**src/hdl/srm_map.svh**
```systemverilog
// Constants of the context B read mode block: offsets, field positions, resets and sizes.
//
// Overview of operation
// - Bit 15 set: line valid is continuous XOR frame.
// - XOR clear follows bit 9; continuous overrides XOR.
// - Bit 14 keeps line pulses through vertical blanking.
// - Context B power/2x skip only when selected.
// - Bit 10 selects low power, half-rate readout.
// - Low power adjusts pixel output clock automatically.
// - Bit 8 adds 4-pixel border in all modes.
// - Border grows frame by 8 rows, 8 columns.
// - Bit 9 marks border active or blanking; resets 1.
// - Bit 9 ignored when border is off.
// - Column 4x skip reads two, skips six.
// - Row 4x skip reads two rows, skips six.
// - Context B column 2x reads two, skips two.
// - Context B row 2x reads two, skips two.
// - Column mirror reads start+size down to start+1.
// - Row mirror reads start+size down to start+1.
// - Synced settings apply at frame boundary unless held.
// - First frame after synced non-vblank change is bad, suppressed.
`ifndef SRM_MAP_SVH
`define SRM_MAP_SVH

`define SRM_RMODE_B_OFS   8'h20
`define SRM_RMODE_B_RST   16'h0300
`define SRM_RMODE_B_MASK  16'hc7bf
`define SRM_SYNC_MASK     16'h05bf

`define SRM_B_XOR_LV      15
`define SRM_B_CONT_LV     14
`define SRM_B_LOW_PWR     10
`define SRM_B_SHOW_BRD    9
`define SRM_B_OVERSIZE    8
`define SRM_B_COL_SKIP4   5
`define SRM_B_ROW_SKIP4   4
`define SRM_B_COL_SKIP2   3
`define SRM_B_ROW_SKIP2   2
`define SRM_B_MIRROR_COL  1
`define SRM_B_MIRROR_ROW  0

`define SRM_BORDER_W      12'd4
`define SRM_BORDER_ADD    12'd8
`define SRM_PIX_W         10
`define SRM_FIFO_DEPTH    8
`define SRM_FIFO_CNT_W    4

`endif

```
**src/hdl/srm_pkg.sv**
```systemverilog
// Types shared by the context B read mode block.
package srm_pkg;
  typedef logic [11:0] srm_ctr_t;
  typedef enum {SRM_ACTIVE, SRM_VBLANK} srm_phase_t;
endpackage

```
**src/hdl/srm_top.sv**
```systemverilog
// Context B read mode control and pixel readout sequencer.
`timescale 1ns/1ps
`default_nettype none
`include "srm_map.svh"
module srm_top
  import srm_pkg::*;
(
  // Clock and reset
  input  wire logic                   i_clk,
  input  wire logic                   i_rst,
  // Register port
  input  wire logic                   i_reg_we,
  input  wire logic                   i_reg_re,
  input  wire logic [7:0]             i_reg_addr,
  input  wire logic [15:0]            i_reg_wdata,
  output logic [15:0]                 o_reg_rdata,
  output logic                        o_reg_rvalid,
  // Settings held elsewhere in the sensor core
  input  wire logic                   i_context_select_bit,
  input  wire logic                   i_ctxa_low_power,
  input  wire logic                   i_ctxa_col_skip2,
  input  wire logic                   i_ctxa_row_skip2,
  input  wire logic                   i_sync_hold,
  input  wire logic                   i_show_bad_frames,
  input  wire logic [11:0]            i_row_start,
  input  wire logic [11:0]            i_col_start,
  input  wire logic [11:0]            i_row_size,
  input  wire logic [11:0]            i_col_size,
  input  wire logic [11:0]            i_hblank,
  input  wire logic [11:0]            i_vblank,
  // Pixel array
  output logic                        o_array_rd,
  output logic [11:0]                 o_row_addr,
  output logic [11:0]                 o_col_addr,
  input  wire logic [`SRM_PIX_W-1:0]  i_array_data,
  // Pixel stream
  output logic                        o_pix_valid,
  input  wire logic                   i_out_ready,
  output logic [`SRM_PIX_W-1:0]       o_pix_data,
  output logic                        o_line_valid_out,
  output logic                        o_frame_valid_out,
  output logic                        o_pix_clk_half
);
  localparam int FW = `SRM_PIX_W + 2;

  // Live register and its frame-synchronous copy.
  logic [15:0]  rmode;
  logic [15:0]  shadow;
  srm_ctr_t     sh_row_start;
  srm_ctr_t     sh_col_start;
  srm_ctr_t     sh_row_size;
  srm_ctr_t     sh_col_size;
  srm_ctr_t     sh_hblank;
  srm_ctr_t     sh_vblank;
  logic         init_pend;
  logic         bad_frame;

  // Scan position.
  srm_ctr_t     h_cnt;
  srm_ctr_t     v_cnt;
  srm_phase_t   phase;
  logic         lp_phase;
  logic         p_lv;
  logic         p_fv;

  // FIFO wiring.
  logic                        f_in_ready;
  logic                        f_out_valid;
  logic [FW-1:0]               f_out_data;
  logic [`SRM_FIFO_CNT_W-1:0]  f_count;
  logic                        out_load;

  // Combinational decode.
  logic      low_power;
  logic      col_skip2;
  logic      row_skip2;
  logic      oversize;
  srm_ctr_t  rows_ext;
  srm_ctr_t  cols_ext;
  srm_ctr_t  line_len;
  srm_ctr_t  frame_rows;
  logic      row_border;
  logic      col_border;
  srm_ctr_t  row_inner;
  srm_ctr_t  col_inner;
  logic      keep_row;
  logic      keep_col;
  logic      in_cols;
  logic      skip_row_now;
  logic      step;
  logic      push;
  logic      line_end;
  logic      frame_end;
  logic      shadow_load;
  logic      settings_changed;
  logic      lv_norm;
  logic      lv_cont;
  logic      fv_cur;
  logic      next_lv;
  logic      next_fv;

  // Keeps two of every four (2x) or two of every eight (4x) offsets.
  function automatic logic skip_keep(input srm_ctr_t off, input logic s2, input logic s4);
    logic k;
    k = 1'b1;
    if (s4) begin
      k = (off[2:1] == 2'b00);
    end else if (s2) begin
      k = (off[1] == 1'b0);
    end
    return k;
  endfunction

  // Register port.
  always_ff @(posedge i_clk) begin
    if (i_rst) begin
      rmode <= `SRM_RMODE_B_RST;
    end else if (i_reg_we && (i_reg_addr == `SRM_RMODE_B_OFS)) begin
      rmode <= i_reg_wdata & `SRM_RMODE_B_MASK;
    end
  end

  always_ff @(posedge i_clk) begin
    if (i_rst) begin
      o_reg_rdata <= 16'h0000;
      o_reg_rvalid <= 1'b0;
    end else begin
      o_reg_rvalid <= i_reg_re;
      if (i_reg_re) begin
        o_reg_rdata <= (i_reg_addr == `SRM_RMODE_B_OFS) ? rmode : 16'h0000;
      end
    end
  end

  // Context selection of the power and 2x skip fields.
  assign low_power = i_context_select_bit ? shadow[`SRM_B_LOW_PWR]   : i_ctxa_low_power;
  assign col_skip2 = i_context_select_bit ? shadow[`SRM_B_COL_SKIP2] : i_ctxa_col_skip2;
  assign row_skip2 = i_context_select_bit ? shadow[`SRM_B_ROW_SKIP2] : i_ctxa_row_skip2;

  // Frame geometry, grown by the border when oversize is set.
  assign oversize   = shadow[`SRM_B_OVERSIZE];
  assign rows_ext   = oversize ? srm_ctr_t'(sh_row_size + `SRM_BORDER_ADD) : sh_row_size;
  assign cols_ext   = oversize ? srm_ctr_t'(sh_col_size + `SRM_BORDER_ADD) : sh_col_size;
  assign line_len   = srm_ctr_t'(cols_ext + sh_hblank);
  assign frame_rows = srm_ctr_t'(rows_ext + sh_vblank);

  // Border positions do not depend on skip or mirror.
  assign row_border = oversize && ((v_cnt < `SRM_BORDER_W) ||
                      (v_cnt >= srm_ctr_t'(sh_row_size + `SRM_BORDER_W)));
  assign col_border = oversize && ((h_cnt < `SRM_BORDER_W) ||
                      (h_cnt >= srm_ctr_t'(sh_col_size + `SRM_BORDER_W)));
  assign row_inner  = oversize ? srm_ctr_t'(v_cnt - `SRM_BORDER_W) : v_cnt;
  assign col_inner  = oversize ? srm_ctr_t'(h_cnt - `SRM_BORDER_W) : h_cnt;

  assign keep_row = row_border ||
                    skip_keep(row_inner, row_skip2, shadow[`SRM_B_ROW_SKIP4]);
  assign keep_col = col_border ||
                    skip_keep(col_inner, col_skip2, shadow[`SRM_B_COL_SKIP4]);
  assign in_cols  = (h_cnt < cols_ext);

  // Stepping: half rate in low power, and only with room for the word in flight.
  assign step = !init_pend && f_in_ready &&
                ({1'b0, f_count} + {4'h0, o_array_rd} < 5'(`SRM_FIFO_DEPTH)) &&
                (!low_power || lp_phase);
  assign skip_row_now = (phase == SRM_ACTIVE) && !keep_row;
  assign line_end     = skip_row_now || (h_cnt == srm_ctr_t'(line_len - 1'b1));
  assign frame_end    = line_end && (v_cnt == srm_ctr_t'(frame_rows - 1'b1));
  assign push         = step && !skip_row_now && !(in_cols && !keep_col);
  assign shadow_load  = init_pend || (step && frame_end && !i_sync_hold);

  assign settings_changed = ((rmode & `SRM_SYNC_MASK) != (shadow & `SRM_SYNC_MASK)) ||
                            (i_row_start != sh_row_start) || (i_col_start != sh_col_start) ||
                            (i_row_size != sh_row_size) || (i_col_size != sh_col_size) ||
                            (i_hblank != sh_hblank);

  always_ff @(posedge i_clk) begin
    if (i_rst) begin
      lp_phase <= 1'b0;
    end else begin
      lp_phase <= low_power ? !lp_phase : 1'b0;
    end
  end

  // Double-buffered settings, loaded only at a frame boundary.
  always_ff @(posedge i_clk) begin
    if (i_rst) begin
      init_pend <= 1'b1;
      shadow <= `SRM_RMODE_B_RST & `SRM_SYNC_MASK;
      sh_row_start <= '0;
      sh_col_start <= '0;
      sh_row_size <= '0;
      sh_col_size <= '0;
      sh_hblank <= '0;
      sh_vblank <= '0;
    end else begin
      init_pend <= 1'b0;
      if (shadow_load) begin
        shadow <= rmode & `SRM_SYNC_MASK;
        sh_row_start <= i_row_start;
        sh_col_start <= i_col_start;
        sh_row_size <= i_row_size;
        sh_col_size <= i_col_size;
        sh_hblank <= i_hblank;
        sh_vblank <= i_vblank;
      end
    end
  end

  always_ff @(posedge i_clk) begin
    if (i_rst) begin
      bad_frame <= 1'b0;
    end else if (step && frame_end) begin
      bad_frame <= !i_sync_hold && !init_pend && settings_changed;
    end
  end

  // Scan counters.
  always_ff @(posedge i_clk) begin
    if (i_rst) begin
      h_cnt <= '0;
      v_cnt <= '0;
      phase <= SRM_ACTIVE;
    end else if (step) begin
      if (line_end) begin
        h_cnt <= '0;
        if (frame_end) begin
          v_cnt <= '0;
          phase <= SRM_ACTIVE;
        end else begin
          v_cnt <= srm_ctr_t'(v_cnt + 1'b1);
          phase <= (srm_ctr_t'(v_cnt + 1'b1) >= rows_ext) ? SRM_VBLANK : SRM_ACTIVE;
        end
      end else begin
        h_cnt <= srm_ctr_t'(h_cnt + 1'b1);
      end
    end
  end

  // Line and frame valid for the current position.
  always_comb begin
    fv_cur  = (phase == SRM_ACTIVE);
    lv_cont = in_cols && keep_col;
    lv_norm = fv_cur && in_cols && keep_col &&
              (!(row_border || col_border) || rmode[`SRM_B_SHOW_BRD]);
    if (rmode[`SRM_B_CONT_LV]) begin
      next_lv = lv_cont;
    end else if (rmode[`SRM_B_XOR_LV]) begin
      next_lv = lv_cont ^ fv_cur;
    end else begin
      next_lv = lv_norm;
    end
    next_fv = fv_cur;
    if (bad_frame && !i_show_bad_frames) begin
      next_lv = 1'b0;
      next_fv = 1'b0;
    end
  end

  // Array address, with mirroring per axis.
  always_ff @(posedge i_clk) begin
    if (i_rst) begin
      o_array_rd <= 1'b0;
      o_row_addr <= 12'h000;
      o_col_addr <= 12'h000;
      p_lv <= 1'b0;
      p_fv <= 1'b0;
    end else begin
      o_array_rd <= push;
      if (push) begin
        o_row_addr <= shadow[`SRM_B_MIRROR_ROW] ?
                      srm_ctr_t'(sh_row_start + sh_row_size - row_inner) :
                      srm_ctr_t'(sh_row_start + row_inner);
        o_col_addr <= shadow[`SRM_B_MIRROR_COL] ?
                      srm_ctr_t'(sh_col_start + sh_col_size - col_inner) :
                      srm_ctr_t'(sh_col_start + col_inner);
        p_lv <= next_lv;
        p_fv <= next_fv;
      end
    end
  end

  srm_fifo #(
    .WIDTH (FW),
    .DEPTH (`SRM_FIFO_DEPTH)
  ) u_fifo (
    .i_clk       (i_clk),
    .i_rst       (i_rst),
    .i_in_valid  (o_array_rd),
    .o_in_ready  (f_in_ready),
    .i_in_data   ({p_fv, p_lv, i_array_data}),
    .o_out_valid (f_out_valid),
    .i_out_ready (out_load),
    .o_out_data  (f_out_data),
    .o_count     (f_count)
  );

  // Output register stage after the FIFO.
  assign out_load = !o_pix_valid || i_out_ready;

  always_ff @(posedge i_clk) begin
    if (i_rst) begin
      o_pix_valid <= 1'b0;
      o_pix_data <= '0;
      o_line_valid_out <= 1'b0;
      o_frame_valid_out <= 1'b0;
    end else if (out_load) begin
      o_pix_valid <= f_out_valid;
      if (f_out_valid) begin
        o_frame_valid_out <= f_out_data[FW-1];
        o_line_valid_out <= f_out_data[FW-2];
        o_pix_data <= f_out_data[`SRM_PIX_W-1:0];
      end
    end
  end

  // The pixel output clock follows the readout rate without software help.
  always_ff @(posedge i_clk) begin
    if (i_rst) begin
      o_pix_clk_half <= 1'b0;
    end else begin
      o_pix_clk_half <= low_power;
    end
  end
endmodule // srm_top
`default_nettype wire

```
**src/hdl/srm_fifo.sv**
```systemverilog
// Parameterised synchronous FIFO with valid and ready on both sides.
`timescale 1ns/1ps
`default_nettype none
module srm_fifo #(
  parameter int WIDTH = 12,
  parameter int DEPTH = 8
) (
  // Clock and reset
  input  wire logic                       i_clk,
  input  wire logic                       i_rst,
  // Fill side
  input  wire logic                       i_in_valid,
  output logic                            o_in_ready,
  input  wire logic [WIDTH-1:0]           i_in_data,
  // Drain side
  output logic                            o_out_valid,
  input  wire logic                       i_out_ready,
  output logic [WIDTH-1:0]                o_out_data,
  // Fill level
  output logic [$clog2(DEPTH+1)-1:0]      o_count
);
  localparam int AW = $clog2(DEPTH);
  localparam int CW = $clog2(DEPTH+1);

  logic [WIDTH-1:0] mem [DEPTH];
  logic [AW-1:0]    wr_ptr;
  logic [AW-1:0]    rd_ptr;
  logic             do_wr;
  logic             do_rd;

  assign o_in_ready  = (o_count != CW'(DEPTH));
  assign o_out_valid = (o_count != '0);
  assign o_out_data  = mem[rd_ptr];
  assign do_wr       = i_in_valid && o_in_ready;
  assign do_rd       = o_out_valid && i_out_ready;

  always_ff @(posedge i_clk) begin
    if (do_wr) begin
      mem[wr_ptr] <= i_in_data;
    end
  end

  always_ff @(posedge i_clk) begin
    if (i_rst) begin
      wr_ptr <= '0;
      rd_ptr <= '0;
      o_count <= '0;
    end else begin
      if (do_wr) begin
        wr_ptr <= (wr_ptr == AW'(DEPTH-1)) ? '0 : AW'(wr_ptr + 1'b1);
      end
      if (do_rd) begin
        rd_ptr <= (rd_ptr == AW'(DEPTH-1)) ? '0 : AW'(rd_ptr + 1'b1);
      end
      if (do_wr && !do_rd) begin
        o_count <= CW'(o_count + 1'b1);
      end else if (do_rd && !do_wr) begin
        o_count <= CW'(o_count - 1'b1);
      end
    end
  end
endmodule // srm_fifo
`default_nettype wire

```
**config.mk**
```make
export PLATFORM = sky130hd
export DESIGN_NAME = srm_top
export DESIGN_NICKNAME = d
export VERILOG_FILES = /design/src/hdl/srm_pkg.sv /design/src/hdl/srm_top.sv /design/src/hdl/srm_fifo.sv
export VERILOG_INCLUDE_DIRS = /design/src /design/src/hdl
export SDC_FILE = /design/constraint.sdc
export NUM_CORES = 1
export LEC_CHECK = 0
export BUFFER_PORTS_ARGS = -buffer_cell sky130_fd_sc_hd__buf_2
export CELL_PAD_IN_SITES_DETAIL_PLACEMENT = 2
export CELL_PAD_IN_SITES_GLOBAL_PLACEMENT = 2
export CORE_MARGIN = 3
export CORE_UTILIZATION = 39
export CTS_CLUSTER_SIZE = 24
export DETAILED_ROUTE_END_ITERATION = 12
export GPL_TIMING_DRIVEN = 0
export PLACE_DENSITY = 0.79
export RECOVER_POWER = 50
export SLEW_MARGIN = 25
export SYNTH_ARGS = -nofsm -noshare
export SYNTH_HDL_FRONTEND = slang
export SYNTH_SLANG_ARGS = --single-unit
export TNS_END_PERCENT = 10
```
**constraint.sdc**
```tcl
create_clock -name i_clk -period 5.4 [get_ports i_clk]
set_input_delay 0.54 -clock i_clk [delete_from_list [all_inputs] [get_ports i_clk]]
set_output_delay 0.54 -clock i_clk [all_outputs]
set_load 0.01 [all_outputs]
```
-- Word-level counts from Yosys, hierarchy flattened
Memory sizes are Yosys's and may differ from the RTL's. A register that Yosys moved wholly into a read port is not among the register bits.
Index checks and enable logic that the tools add are counted.
- word-level logic and storage cells: 162
- input bits: 117
- register bits: 208
- memory bits (writable): 96
- memories kept: 1
- memory list (memory ; depth ; bits a word ; rd ports ; clocked after Yosys merged registers in ; wr ports ; line ; source):
    u_fifo.mem ; 8 ; 12 ; 1 ; 1 ; 1 ; srm_fifo.sv:25 ; logic [WIDTH-1:0] mem [DEPTH];
- eq/ne operators: 12
- add/subtract/negate cells: 23
- order comparisons: 7
- muxes and demuxes: 29
- bitwise logic cells: 4
- reductions and logical operators: 60
- operators with widths (kind ; number):
    $mux 12 ; 8
    $add 12x12->12 ; 6
    $ne 12x12->1 ; 5
    $ge 12x12->1 ; 3
    $logic_not 32->1 ; 1
    $add 12x1->12 const B ; 2
    $add 12x3->12 const B ; 2
    $add 12x4->12 const B ; 2
    $eq 12x12->1 ; 2
    $logic_and 1x1->1 ; 24
    $lt 12x3->1 const B ; 2
    $sub 12x1->12 const B ; 2
    $sub 12x12->12 ; 2
    $sub 12x3->12 const B ; 2
    $mux 1 ; 16
    $mux 16 ; 1
    $logic_or 1x1->1 ; 15
    $logic_not 1->1 ; 13
    $lt 12x12->1 ; 1
    $ne 9x9->1 ; 1
    $eq 8x6->1 const B ; 1
    $mux 4 ; 2
    $add 3x1->3 const B ; 2
    $eq 3x3->1 const B ; 2
    13 further kinds ; 18

-- Logic depth before layout (Yosys ltp)
Gate-level depths: netlist (run 1).
- depth after elaboration: 13
- mapped depth: 18

-- By module
A second synthesis (run 1) with hierarchy kept.
- cell total of the unflattened synthesis: 1902
- area, all modules: 18712.9 um2
- by module, submodules not included (module ; area an instance (um2) ; times used ; cells each):
    srm_top ; 14366.3 ; 1 ; 1688
    srm_fifo ; 4346.7 ; 1 ; 214

-- Least setup slack after synthesis (run 1)
Ideal clock, no wire load.
- path kind: register to register
- start: reg shadow[8]
- end: reg shadow[8]
- setup time: 0.120 ns
- buffers on the path: 5
- cell stages (with the launch flop): 19
- arrival: 4.173 ns
- slack: 1.107 ns
- path through: dfxtp_1 > clkbuf_1 > buf_1 > buf_1 > nand2_1 > xnor2_1 > ha_1 > inv_1 > ha_1 > a211oi_2 > nor2_1 > a211oi_2 > xnor2_1 > or4_4 > o31ai_4 > a31oi_1 > buf_4 > buf_6 > mux2i_1
- longest elaborated chain between the ends: 12
- RTL lines (item ; line ; source):
    from (decl) ; srm_top.sv:48 ; logic [15:0] shadow;
    from (signal assigned) ; srm_top.sv:188 ; shadow <= `SRM_RMODE_B_RST & `SRM_SYNC_MASK;
    from (signal assigned) ; srm_top.sv:198 ; shadow <= rmode & `SRM_SYNC_MASK;
    parallel branches: the longest is 8 deep, another holds $add 12x12->12 ; - ;
    $logic_and 1x1->1 * ; srm_top.sv:167 ; assign frame_end = line_end && (v_cnt == srm_ctr_t'(frame_rows - 1'b1));
    $logic_and 1x1->1 * (2 in series) ; srm_top.sv:169 ; assign shadow_load = init_pend || (step && frame_end && !i_sync_hold);
    $logic_or 1x1->1 * ; srm_top.sv:169 ;
Mark *: on every way between the ends.
A chain may end at the register's enable or synchronous reset.

-- Worst setup path after layout (run 1)
- start: reg shadow[8]
- end: reg sh_row_size[9]
- longest elaborated chain between the ends: 12
- RTL lines (item ; line ; source):
    parallel branches: the longest is 8 deep, another holds $add 12x12->12 ; - ;
    $logic_and 1x1->1 * ; srm_top.sv:167 ;
    $logic_and 1x1->1 * (2 in series) ; srm_top.sv:169 ;
    $logic_or 1x1->1 * ; srm_top.sv:169 ;
    to (signal assigned) ; srm_top.sv:201 ; sh_row_size <= i_row_size;
    to (decl) ; srm_top.sv:51 ; srm_ctr_t sh_row_size;
Marked as above.

==> results of run 1 <==
-- stage by stage --
| step | hold WS [ns] | cell area (sq um) | setup slack [ns] | TNS, ns |
|---|---|---|---|---|
| 3_3_place_gp | 0.4390 | 20020 | -0.6224 | -53.40 |
| 5_1_grt | 0.2470 | 21180 | 0.08728 | 0 |
| 6_report | 0.2417 | 21180 | 0.3231 | 0 |
| 3_5_place_dp | 0.4594 | 20130 | -0.7077 | -62.23 |
| 2_1_floorplan | 0.4266 | 18440 | 1.107 | 0 |
| 4_1_cts | 0.1785 | 21290 | 0.1820 | 0 |
-- registers in the layout, summed over array words and instances (netlist names), 3 cells and up --
name	flops
o_row_addr	12
rmode	12
o_col_addr	12
u_fifo.wr_ptr	3
o_pix_data	10
sh_col_size	12
sh_row_start	12
h_cnt	12
shadow	9
u_fifo.rd_ptr	3
u_fifo.mem	96
o_reg_rdata	12
sh_vblank	12
sh_col_start	12
sh_row_size	12
sh_hblank	12
v_cnt	12
u_fifo.o_count	4
-- critical path: stages (launching register included) --
cell and delay (ns):
dfxtp_2 0.53, buf_2 0.34, buf_2 0.40, nand2_1 0.11, xnor2_1 0.35, ha_1 0.32, inv_1 0.06, ha_1 0.29
a211oi_2 0.30, nor2_1 0.08, a211oi_2 0.27, xnor2_1 0.12, or4_4 0.56, o31ai_4 0.44, a31oi_1 0.15, buf_4 0.23
buf_6 0.18, mux2i_1 0.22
-- power groups by stage --
| stage | logic, mW | registers, mW | clock network [mW] |
|---|---|---|---|
| after floorplan | 1.29 | 2.53 | 0 |
| after global placement | 1.85 | 2.52 | 0 |
| after detailed placement | 2.00 | 2.54 | 0 |
| after CTS | 2.04 | 2.51 | 2.48 |
| after global routing | 2.20 | 2.53 | 2.56 |
| final | 2.02 | 2.51 | 2.45 |
-- routing by layer --
metal	track usage	vias to the layer above
met4	0.1094	0
met2	0.4861	421
met5	0	-
li1	-	7049
met3	0.05105	136
met1	0.3471	7880
-- final cells by class --
| cell class | instances | area (sq um) | area share |
|---|---|---|---|
| plain buffers | 103 | 483.0 | 0.02280 |
| clock buffers | 47 | 972.2 | 0.04590 |
| diodes | 1 | 2.502 | 0.0001182 |
| repair buffers | 173 | 790.8 | 0.03734 |
| clock inverters | 17 | 185.2 | 0.008743 |
| well taps | 607 | 759.5 | 0.03586 |
| multi-input cells | 1403 | 10950 | 0.5171 |
| flip-flops and latches | 281 | 6588 | 0.3110 |
| inverters | 119 | 446.7 | 0.02109 |
-- logic make-up after synthesis --
group,after synthesis,synth area share
and+or+nand+nor,594,0.1693
DFF,281,0.3573
AOI/OAI and AO/OA,278,0.09972
buffers and inverters,223,0.05037
xor gates and xnor gates,216,0.1034
adders and majority gates,172,0.1277
muxes,139,0.09198
other,1,0.0002034
-- layout by cell type, fill, tap and decap left out, drive strengths merged, types with 6 or more instances in the layout --
| cell | n |
|---|---|
| o211ai | 8 |
| nor4 | 15 |
| a21oi | 77 |
| o21a | 14 |
| fa | 27 |
| mux4 | 24 |
| nor3 | 31 |
| edfxtp | 96 |
| ha | 145 |
| xor2 | 63 |
| nand4 | 29 |
| nor2b | 19 |
| dfxtp | 185 |
| o21ai | 60 |
| clkbuf | 189 |
| buf | 134 |
| nand2b | 192 |
| nor2 | 141 |
| a32o | 10 |
| and3 | 13 |
| a21o | 9 |
| nand3 | 37 |
| mux2i | 112 |
| a211oi | 48 |
| or3 | 7 |
| clkinv | 11 |
| nand2 | 82 |
| xnor2 | 152 |
| inv | 121 |
| or4 | 6 |
-- worst paths after layout --
path | start | to | slack (ns) | cells after the start
setup / recovery | shadow[8] | sh_row_size[9] | 0.32 | 17
hold / removal | i_vblank[3] | sh_vblank[3] | 0.24 | 3
setup reg to reg | shadow[8] | sh_row_size[9] | 0.32 | 17
hold reg to reg | o_reg_rdata[1] | o_reg_rdata[1] | 0.48 | 2
-- cell usage after synthesis, types with 13 or more instances --
library cell / n
nand2b_1: 192
dfxtp_1: 185
xnor2_1: 152
ha_1: 145
nor2_1: 141
inv_1: 119
mux2i_1: 112
edfxtp_1: 96
nand2_1: 82
a21oi_1: 77
clkbuf_1: 73
xor2_1: 63
o21ai_0: 57
a211oi_1: 46
nand3_1: 37
nor3_1: 31
nand4_1: 29
fa_1: 27
mux4_2: 24
nor2b_1: 19
nor4_1: 15
o21a_1: 14
and3_1: 13
-- timing repair --
item,CTS,global route
endpoints found under the setup margin,115,80
hold buffers,0,0
gates resized for setup,5,2
==> impl_metrics.ini, run 1 <==
[sta]
clock.fmax_mhz = 197.0
fin_crit_sh = 0.9402
finClkSkew_ns = 0.02222
setup_violations = 0
tightest_slew_ns = 1.337
maxSlewHeadroom = 0.1020
layout_min_cycle_time_ns = 5.077
hold_viol_final = 0
grt_setup_unrepaired = false
drv_slew = 0

[yosys]
ys_ff_latch = 281
synth_edf_count = 96
syn_inst = 1904
ys_seq_area_frac = 0.3573
synth_top_area_share = 0.2009
ys_warn_count = 0
synthTopCellsByArea = dfxtp_1 (20%), edfxtp_1 (16%), ha_1 (9.8%)
ys_types = 71
netlist_area_sq_mm = 0.01843
async_flop_share = 0
ys.flop_type = dfxtp_1
yosys.area.top_type = dfxtp_1
synth_area_per_cell_sq_um = 9.681

[floorplan]
core_sq_mm = 0.04665
die_y_um = 223.4
fp.dieArea_sq_mm = 0.04991
initial_core_util = 0.3951
rows = 79
die_x_um = 223.4
ios = 173

[status]
status = complete, no violations

[global_routing]
grt_max_degree = 14
grt_usage = 0.2808
antenna_found_initial = 2
overflow = 0
grt_pass1_vias = 17090
grt_pass1_wl_mm = 106.5

[power_and_ir_drop]
p_sw_mw = 2.403
peakVddDrop_v = 0.0002281
clock_power_share = 0.350
pwr-share-comb = 0.290
power.total_mw = 6.981
power.density_mw_per_mm2 = 329.6
p_sw_frac = 0.3443
power_frac_seq = 0.360
leakagePower_nw = 8.426
internal_power_mw = 4.578

[drt]
first_pass_iters = 5
via_per_inst = 5.629
wl_mm = 70.78
post-route-drc-count = 0
wl_met1_mm = 29.93
first_iter_violations = 732
drtAntennaViolNets = 0
met2_length_mm = 34.25
wl_met3_mm = 3.823
avgRoutedWirePerCell_um = 25.73
routed.top_layer = met4
num_vias = 15490

[cts]
cts_buffer_depth = 3
post_cts_buffers = 0
cts_tree = done
cts_buffers = 36
clk_pin_slew_worst_paths_ns = 0.06
htree_levels = 2
cts_root_buf = clkbuf_16
cts_sinks = 281
clkLatencyLatePin_ns = 0.57

[worst_hold_path]
hold_path.class = input pin to flop

[worst_setup_path]
worstPathArrival_ns = 5.53
crit_path_start_kind = flop
end_kind = flop
crit_fanout = 10
crit_type = flop to flop
worstPathRequired_ns = 5.85

[run]
maxCapViolations = 0

[placement]
hpwl_mm = 55.03
gp_congestion = 0.8834
numPortBuffers = 164
dp_cells = 2687

[layout]
area_delta_synth_final_pct = 14.90
utilization = 0.4540
nFillCells = 5067
layout.nets = 2406
stdcell_count = 2751
drive_gt1_frac = 0.1045
Note: power is estimated with default switching activity, not from simulation.
==> inputs of run 2 (changes only) <==
--- a/config.mk
+++ b/config.mk
@@ -16,6 +16,7 @@
 export GPL_TIMING_DRIVEN = 0
 export PLACE_DENSITY = 0.79
 export RECOVER_POWER = 50
+export REMOVE_ABC_BUFFERS = 1
 export SLEW_MARGIN = 25
 export SYNTH_ARGS = -nofsm -noshare
 export SYNTH_HDL_FRONTEND = slang
==> impl_metrics.ini, run 2 (same netlist as run 1, synthesis figures left out) <==
[layout]
area_delta_synth_final_pct = 14.55
stdcell_count = 2664
final_common_cell = nand2b_1
layout.nets = 2316
utilization = 0.4526
largest_reg_flops = 96
ff_latch_area_sq_mm = 0.006591
drive_gt1_frac = 0.1101
nFillCells = 4990
final_cell_mix = nand2b_1 (192), dfxtp_1 (181), xnor2_1 (152)
regMostFlops = u_fifo.mem
multiInputGateArea_sq_mm = 0.01099

[drt]
num_vias = 14710
avgRoutedWirePerCell_um = 23.59
post-route-drc-count = 0
via_per_inst = 5.523
wl_mm = 62.84
first_iter_violations = 818
first_pass_iters = 5
drtAntennaViolNets = 0

[floorplan]
initial_core_util = 0.3951
fp.dieArea_sq_mm = 0.04991
core_sq_mm = 0.04665
die_x_um = 223.4
die_y_um = 223.4
ios = 173
rows = 79

[sta]
finClkSkew_ns = 0.02090
hold_viol_final = 0
setup_violations = 0
layout_min_cycle_time_ns = 4.966
fin_crit_sh = 0.9196
maxSlewHeadroom = -1.396
drv_slew = 79
layout_setup_ws_ns = 0.4344
clock.fmax_mhz = 201.4
tightest_slew_ns = 3.593
grt_setup_unrepaired = false

[worst_setup_path]
cpPeakStageDelay_ns = 0.64
path_cells = ha_1 -> nand2_1 -> xor2_1 -> ha_1 -> inv_1 -> ha_1 -> o21ai_0 -> o21ai_0 -> and3_1 -> nor2_1 -> or4_1 -> nor3b_2 -> a31oi_4 -> buf_16 -> buf_16 -> buf_16 -> mux2i_1
crit_type = flop to flop
cp_top_family = simple AND/OR/NAND/NOR gates
cp.buffers_inverters = 4
worstPathArrival_ns = 5.40
cp_slowest_cell = dfxtp_1
worstPathRequired_ns = 5.84
crit_path_start_kind = flop
r2r-start = sh_row_size[4]
end_kind = flop
startpoint = sh_row_size[4]
crit_fanout = 15

[cts]
cts_buffers = 36
clk_pin_slew_worst_paths_ns = 0.06
clkLatencyLatePin_ns = 0.57
cts_sinks = 281
cts_buffer_depth = 3
htree_levels = 2
cts_tree = done
cts_root_buf = clkbuf_16

[power_and_ir_drop]
peakVddDrop_v = 0.0002249
power_frac_seq = 0.369
p_sw_frac = 0.3257
power.total_mw = 6.990
internal_power_mw = 4.713
pwr-share-comb = 0.260
power.density_mw_per_mm2 = 331.1
leakagePower_nw = 8.402
clock_power_share = 0.371
p_sw_mw = 2.277

[status]
status = complete, but fails checks
violations = capacitance limit, slew limit

[global_routing]
grt_pass1_wl_mm = 97.19
antenna_found_initial = 5
grt_usage = 0.2509
grt_pass1_vias = 16430
grt_max_degree = 103
overflow = 0

[run]
maxCapViolations = 2

[placement]
hpwl_mm = 46.76
place_ws_ns = -0.2573
dp_cells = 2593
numPortBuffers = 164
gp_congestion = 0.8346

[worst_hold_path]
hp-start = i_reg_wdata[8]
hold_path.class = input pin to flop
## run 2: what timing repair did
action                     4_1_cts  5_1_grt
hold buffers                     0        0
setup endpoints to repair       50       30
gates resized for setup          1        0
buffers inserted                 2        1
pin swaps                        1        1
hold endpoints to repair         0        0
## run 2: per-stage QoR
step                      instance area (sq um)  hold WS [ns]  TNS [ns]
after CTS                                 21240        0.1684         0
final                                     21110        0.2030         0
after floorplan                           17960        0.4215   -382.49
after global placement                    19540        0.4361   -787.29
after detailed placement                  19970        0.4613    -7.964
after global routing                      21110        0.1942         0
## run 2: final timing paths
kind | slack (ns) | cells after the start | to
hold / removal | 0.20 | 3 | rmode[8]
setup / recovery | 0.43 | 17 | sh_col_start[8]
hold reg to reg | 0.47 | 2 | o_reg_rdata[5]
setup reg to reg | 0.43 | 17 | sh_col_start[8]
## run 2: power by group through the flow
stage                     sequential (mW)  clock (mW)  combinational, mW
final                                2.58        2.59               1.82
after global routing                 2.60        2.72               2.03
after CTS                            2.58        2.65               1.86
after detailed placement             2.62           0               1.82
after global placement               2.64           0               1.67
after floorplan                      2.60           0               1.19
## run 2: area by class of cell
cell class                 count  share of cell area
sequential                   281              0.3122
clock buffer                  44             0.04652
inverter                     119             0.02116
multi-input combinational   1403              0.5206
tap                          607             0.03597
timing repair buffer         186             0.05067
clock inverter                20             0.01244
antenna                        4           0.0004741
## run 2: routing by layer
metal,track usage,share of wire,up-vias
met4,0.08254,0.028,0
li1,-,-,6866
met2,0.4679,0.53,232
met3,0.02789,0.028,93
met5,0,0,-
met1,0.2998,0.42,7521
## run 2: worst min-delay path: stages
cell and delay, ns:
buf_2 0.08, nand2_1 0.04, nand3b_1 0.07
==> inputs of run 3 (changes only) <==
--- a/config.mk
+++ b/config.mk
@@ -14,7 +14,7 @@
 export CTS_CLUSTER_SIZE = 24
 export DETAILED_ROUTE_END_ITERATION = 12
 export GPL_TIMING_DRIVEN = 0
-export PLACE_DENSITY = 0.79
+export PLACE_DENSITY = 0.93
 export RECOVER_POWER = 50
 export REMOVE_ABC_BUFFERS = 1
 export SLEW_MARGIN = 25
==> impl_metrics.ini, run 3 (same netlist as run 1, synthesis figures left out) <==
[status]
status = complete, but fails checks
violations = capacitance limit, slew limit

[layout]
final_cell_mix = nand2b_1 (192), dfxtp_1 (177), xnor2_1 (152)
largest_reg_flops = 96
area_delta_synth_final_pct = 14.21
layout.nets = 2318
final_common_cell = nand2b_1
stdcell_count = 2669
drive_gt1_frac = 0.1118
nFillCells = 4892
regMostFlops = u_fifo.mem

[global_routing]
grt_usage = 0.2826
grt_max_degree = 105
overflow = 0
antenna_found_initial = 8
grt_pass1_vias = 17490
grt_pass1_wl_mm = 108.3

[cts]
cts_buffers = 37
cts_tree = done
clkLatencyLatePin_ns = 0.58
cts_root_buf = clkbuf_16
htree_levels = 2
clk_pin_slew_worst_paths_ns = 0.06
cts_sinks = 281
cts_buffer_depth = 3
ctsHoldBuffers = 0

[sta]
grt_setup_unrepaired = false
clock.fmax_mhz = 197.4
layout_min_cycle_time_ns = 5.066
hold_viol_final = 0
maxSlewHeadroom = -1.578
setup_violations = 0
finClkSkew_ns = 0.04525
tightest_slew_ns = 3.867
fin_crit_sh = 0.9381
drv_slew = 97
layout_setup_ws_ns = 0.3344

[worst_setup_path]
cp.buffers_inverters = 6
crit_path_start_kind = flop
cp_top_family = compound AO/OA/AOI/OAI gates
r2r_cells = 19
r2r-start = sh_col_size[3]
cp_slowest_cell = dfxtp_1
path_cells = ha_1 -> nand2_1 -> xnor2_1 -> ha_1 -> inv_1 -> ha_1 -> a211oi_2 -> o211ai_1 -> a31o_2 -> a21o_1 -> xnor2_1 -> o31ai_4 -> buf_4 -> a31oi_4 -> buf_16 -> buf_16 -> buf_16 -> buf_16 -> mux2i_1
crit_type = flop to flop
worstPathArrival_ns = 5.54
startpoint = sh_col_size[3]
worst_path_most_repeated_cell = buf_16
worstPathRequired_ns = 5.88
end_kind = flop
reg2reg_to = sh_col_size[8]
ff2ff_setup_slack_ns = 0.33
cpPeakStageDelay_ns = 0.61
crit_fanout = 14

[placement]
place_ws_ns = -0.4213
dp_cells = 2594
gp_congestion = 0.8625
numPortBuffers = 164
hpwl_mm = 51.37

[drt]
num_vias = 15420
avgRoutedWirePerCell_um = 26.75
first_iter_violations = 939
first_pass_iters = 5
wl_mm = 71.40
post-route-drc-count = 0
drtAntennaViolNets = 0
via_per_inst = 5.779

[floorplan]
initial_core_util = 0.3951
fp.dieArea_sq_mm = 0.04991
rows = 79
die_x_um = 223.4
core_sq_mm = 0.04665
die_y_um = 223.4
ios = 173

[worst_hold_path]
hold_path_depth = 3
hp-start = i_reg_wdata[9]
hold_end = rmode[9]
hold_path.class = input pin to flop

[power_and_ir_drop]
power.density_mw_per_mm2 = 328.3
peakVddDrop_v = 0.0002022
leakagePower_nw = 8.352

[run]
maxCapViolations = 1
## run 3: cell types whose count changed in the layout (fill, tap and decap cells not counted), moves of 3 or more
| cell | change |
|---|---|
| bufinv_16 | -4 |
| dfxtp_2 | +3 |
| buf_4 | +3 |
| dfxtp_1 | -4 |
| clkbuf_1 | +3 |
| clkinvlp_4 | +4 |
## run 3: through the flow
stage / TNS (ns) / hold WS (ns) / utilization / power, mW / cell area [sq um]
floorplan: -382.49 / 0.4215 / - / 3.792 / 17960
global placement: -794.04 / 0.4412 / 0.4189 / 4.284 / 19540
detailed placement: -9.044 / 0.4672 / 0.4281 / 4.501 / 19970
CTS: 0 / 0.2066 / 0.4537 / 6.998 / 21170
global route: 0 / 0.2240 / 0.4511 / 7.239 / 21050
finish: 0 / 0.2274 / 0.4512 / 6.912 / 21050
## run 3: how the worst max path moves through the flow
stage                     slack [ns]               to  cells after the start
after floorplan                -4.65   sh_col_size[0]                     13
after global placement         -8.72     sh_vblank[9]                     13
after detailed placement       -0.42  sh_col_start[7]                     16
after CTS                       0.30   sh_col_size[8]                     19
after global routing            0.07   sh_col_size[8]                     19
final                           0.33   sh_col_size[8]                     19
## run 3: final cells by class
cell class                      instances  area, sq um  share of cell area
Antenna cell                            5        12.51           0.0005944
Clock buffer                           48        998.5             0.04743
Sequential cell                       281         6599              0.3135
Multi-Input combinational cell       1403        10990              0.5218
Tap cell                              607        759.5             0.03608
Inverter                              119        446.7             0.02122
Timing Repair Buffer                  187         1085             0.05153
Clock inverter                         19        165.2            0.007845
## run 3: what timing repair did
action / in CTS / in global routing
pin swaps: 2 / 0
resized for setup: 2 / 3
setup buffers: 3 / 0
setup endpoints to repair: 75 / 12
## run 3: layer usage
layer,part of all wire,global-route usage,wire [um],up-vias
li1,-,-,-,6877
met1,0.39,0.3203,27620,7800
met2,0.51,0.5062,36100,537
met3,0.056,0.05566,4008,201
met4,0.050,0.1389,3563,8
met5,0.0015,0.01075,107,-
## run 3: tightest hold or removal path, cell delays in order
cell and delay, ns:
buf_2 0.08, nand2_1 0.06, nand3b_1 0.09
## run 3: power breakdown
part	leakage, nW	internal (mW)	switching [mW]	total, mW
Clock	0.551	1.37	1.05	2.43
Sequential	2.39	2.35	0.240	2.59
Combinational	5.41	0.826	1.07	1.90
Total	8.35	4.54	2.37	6.91
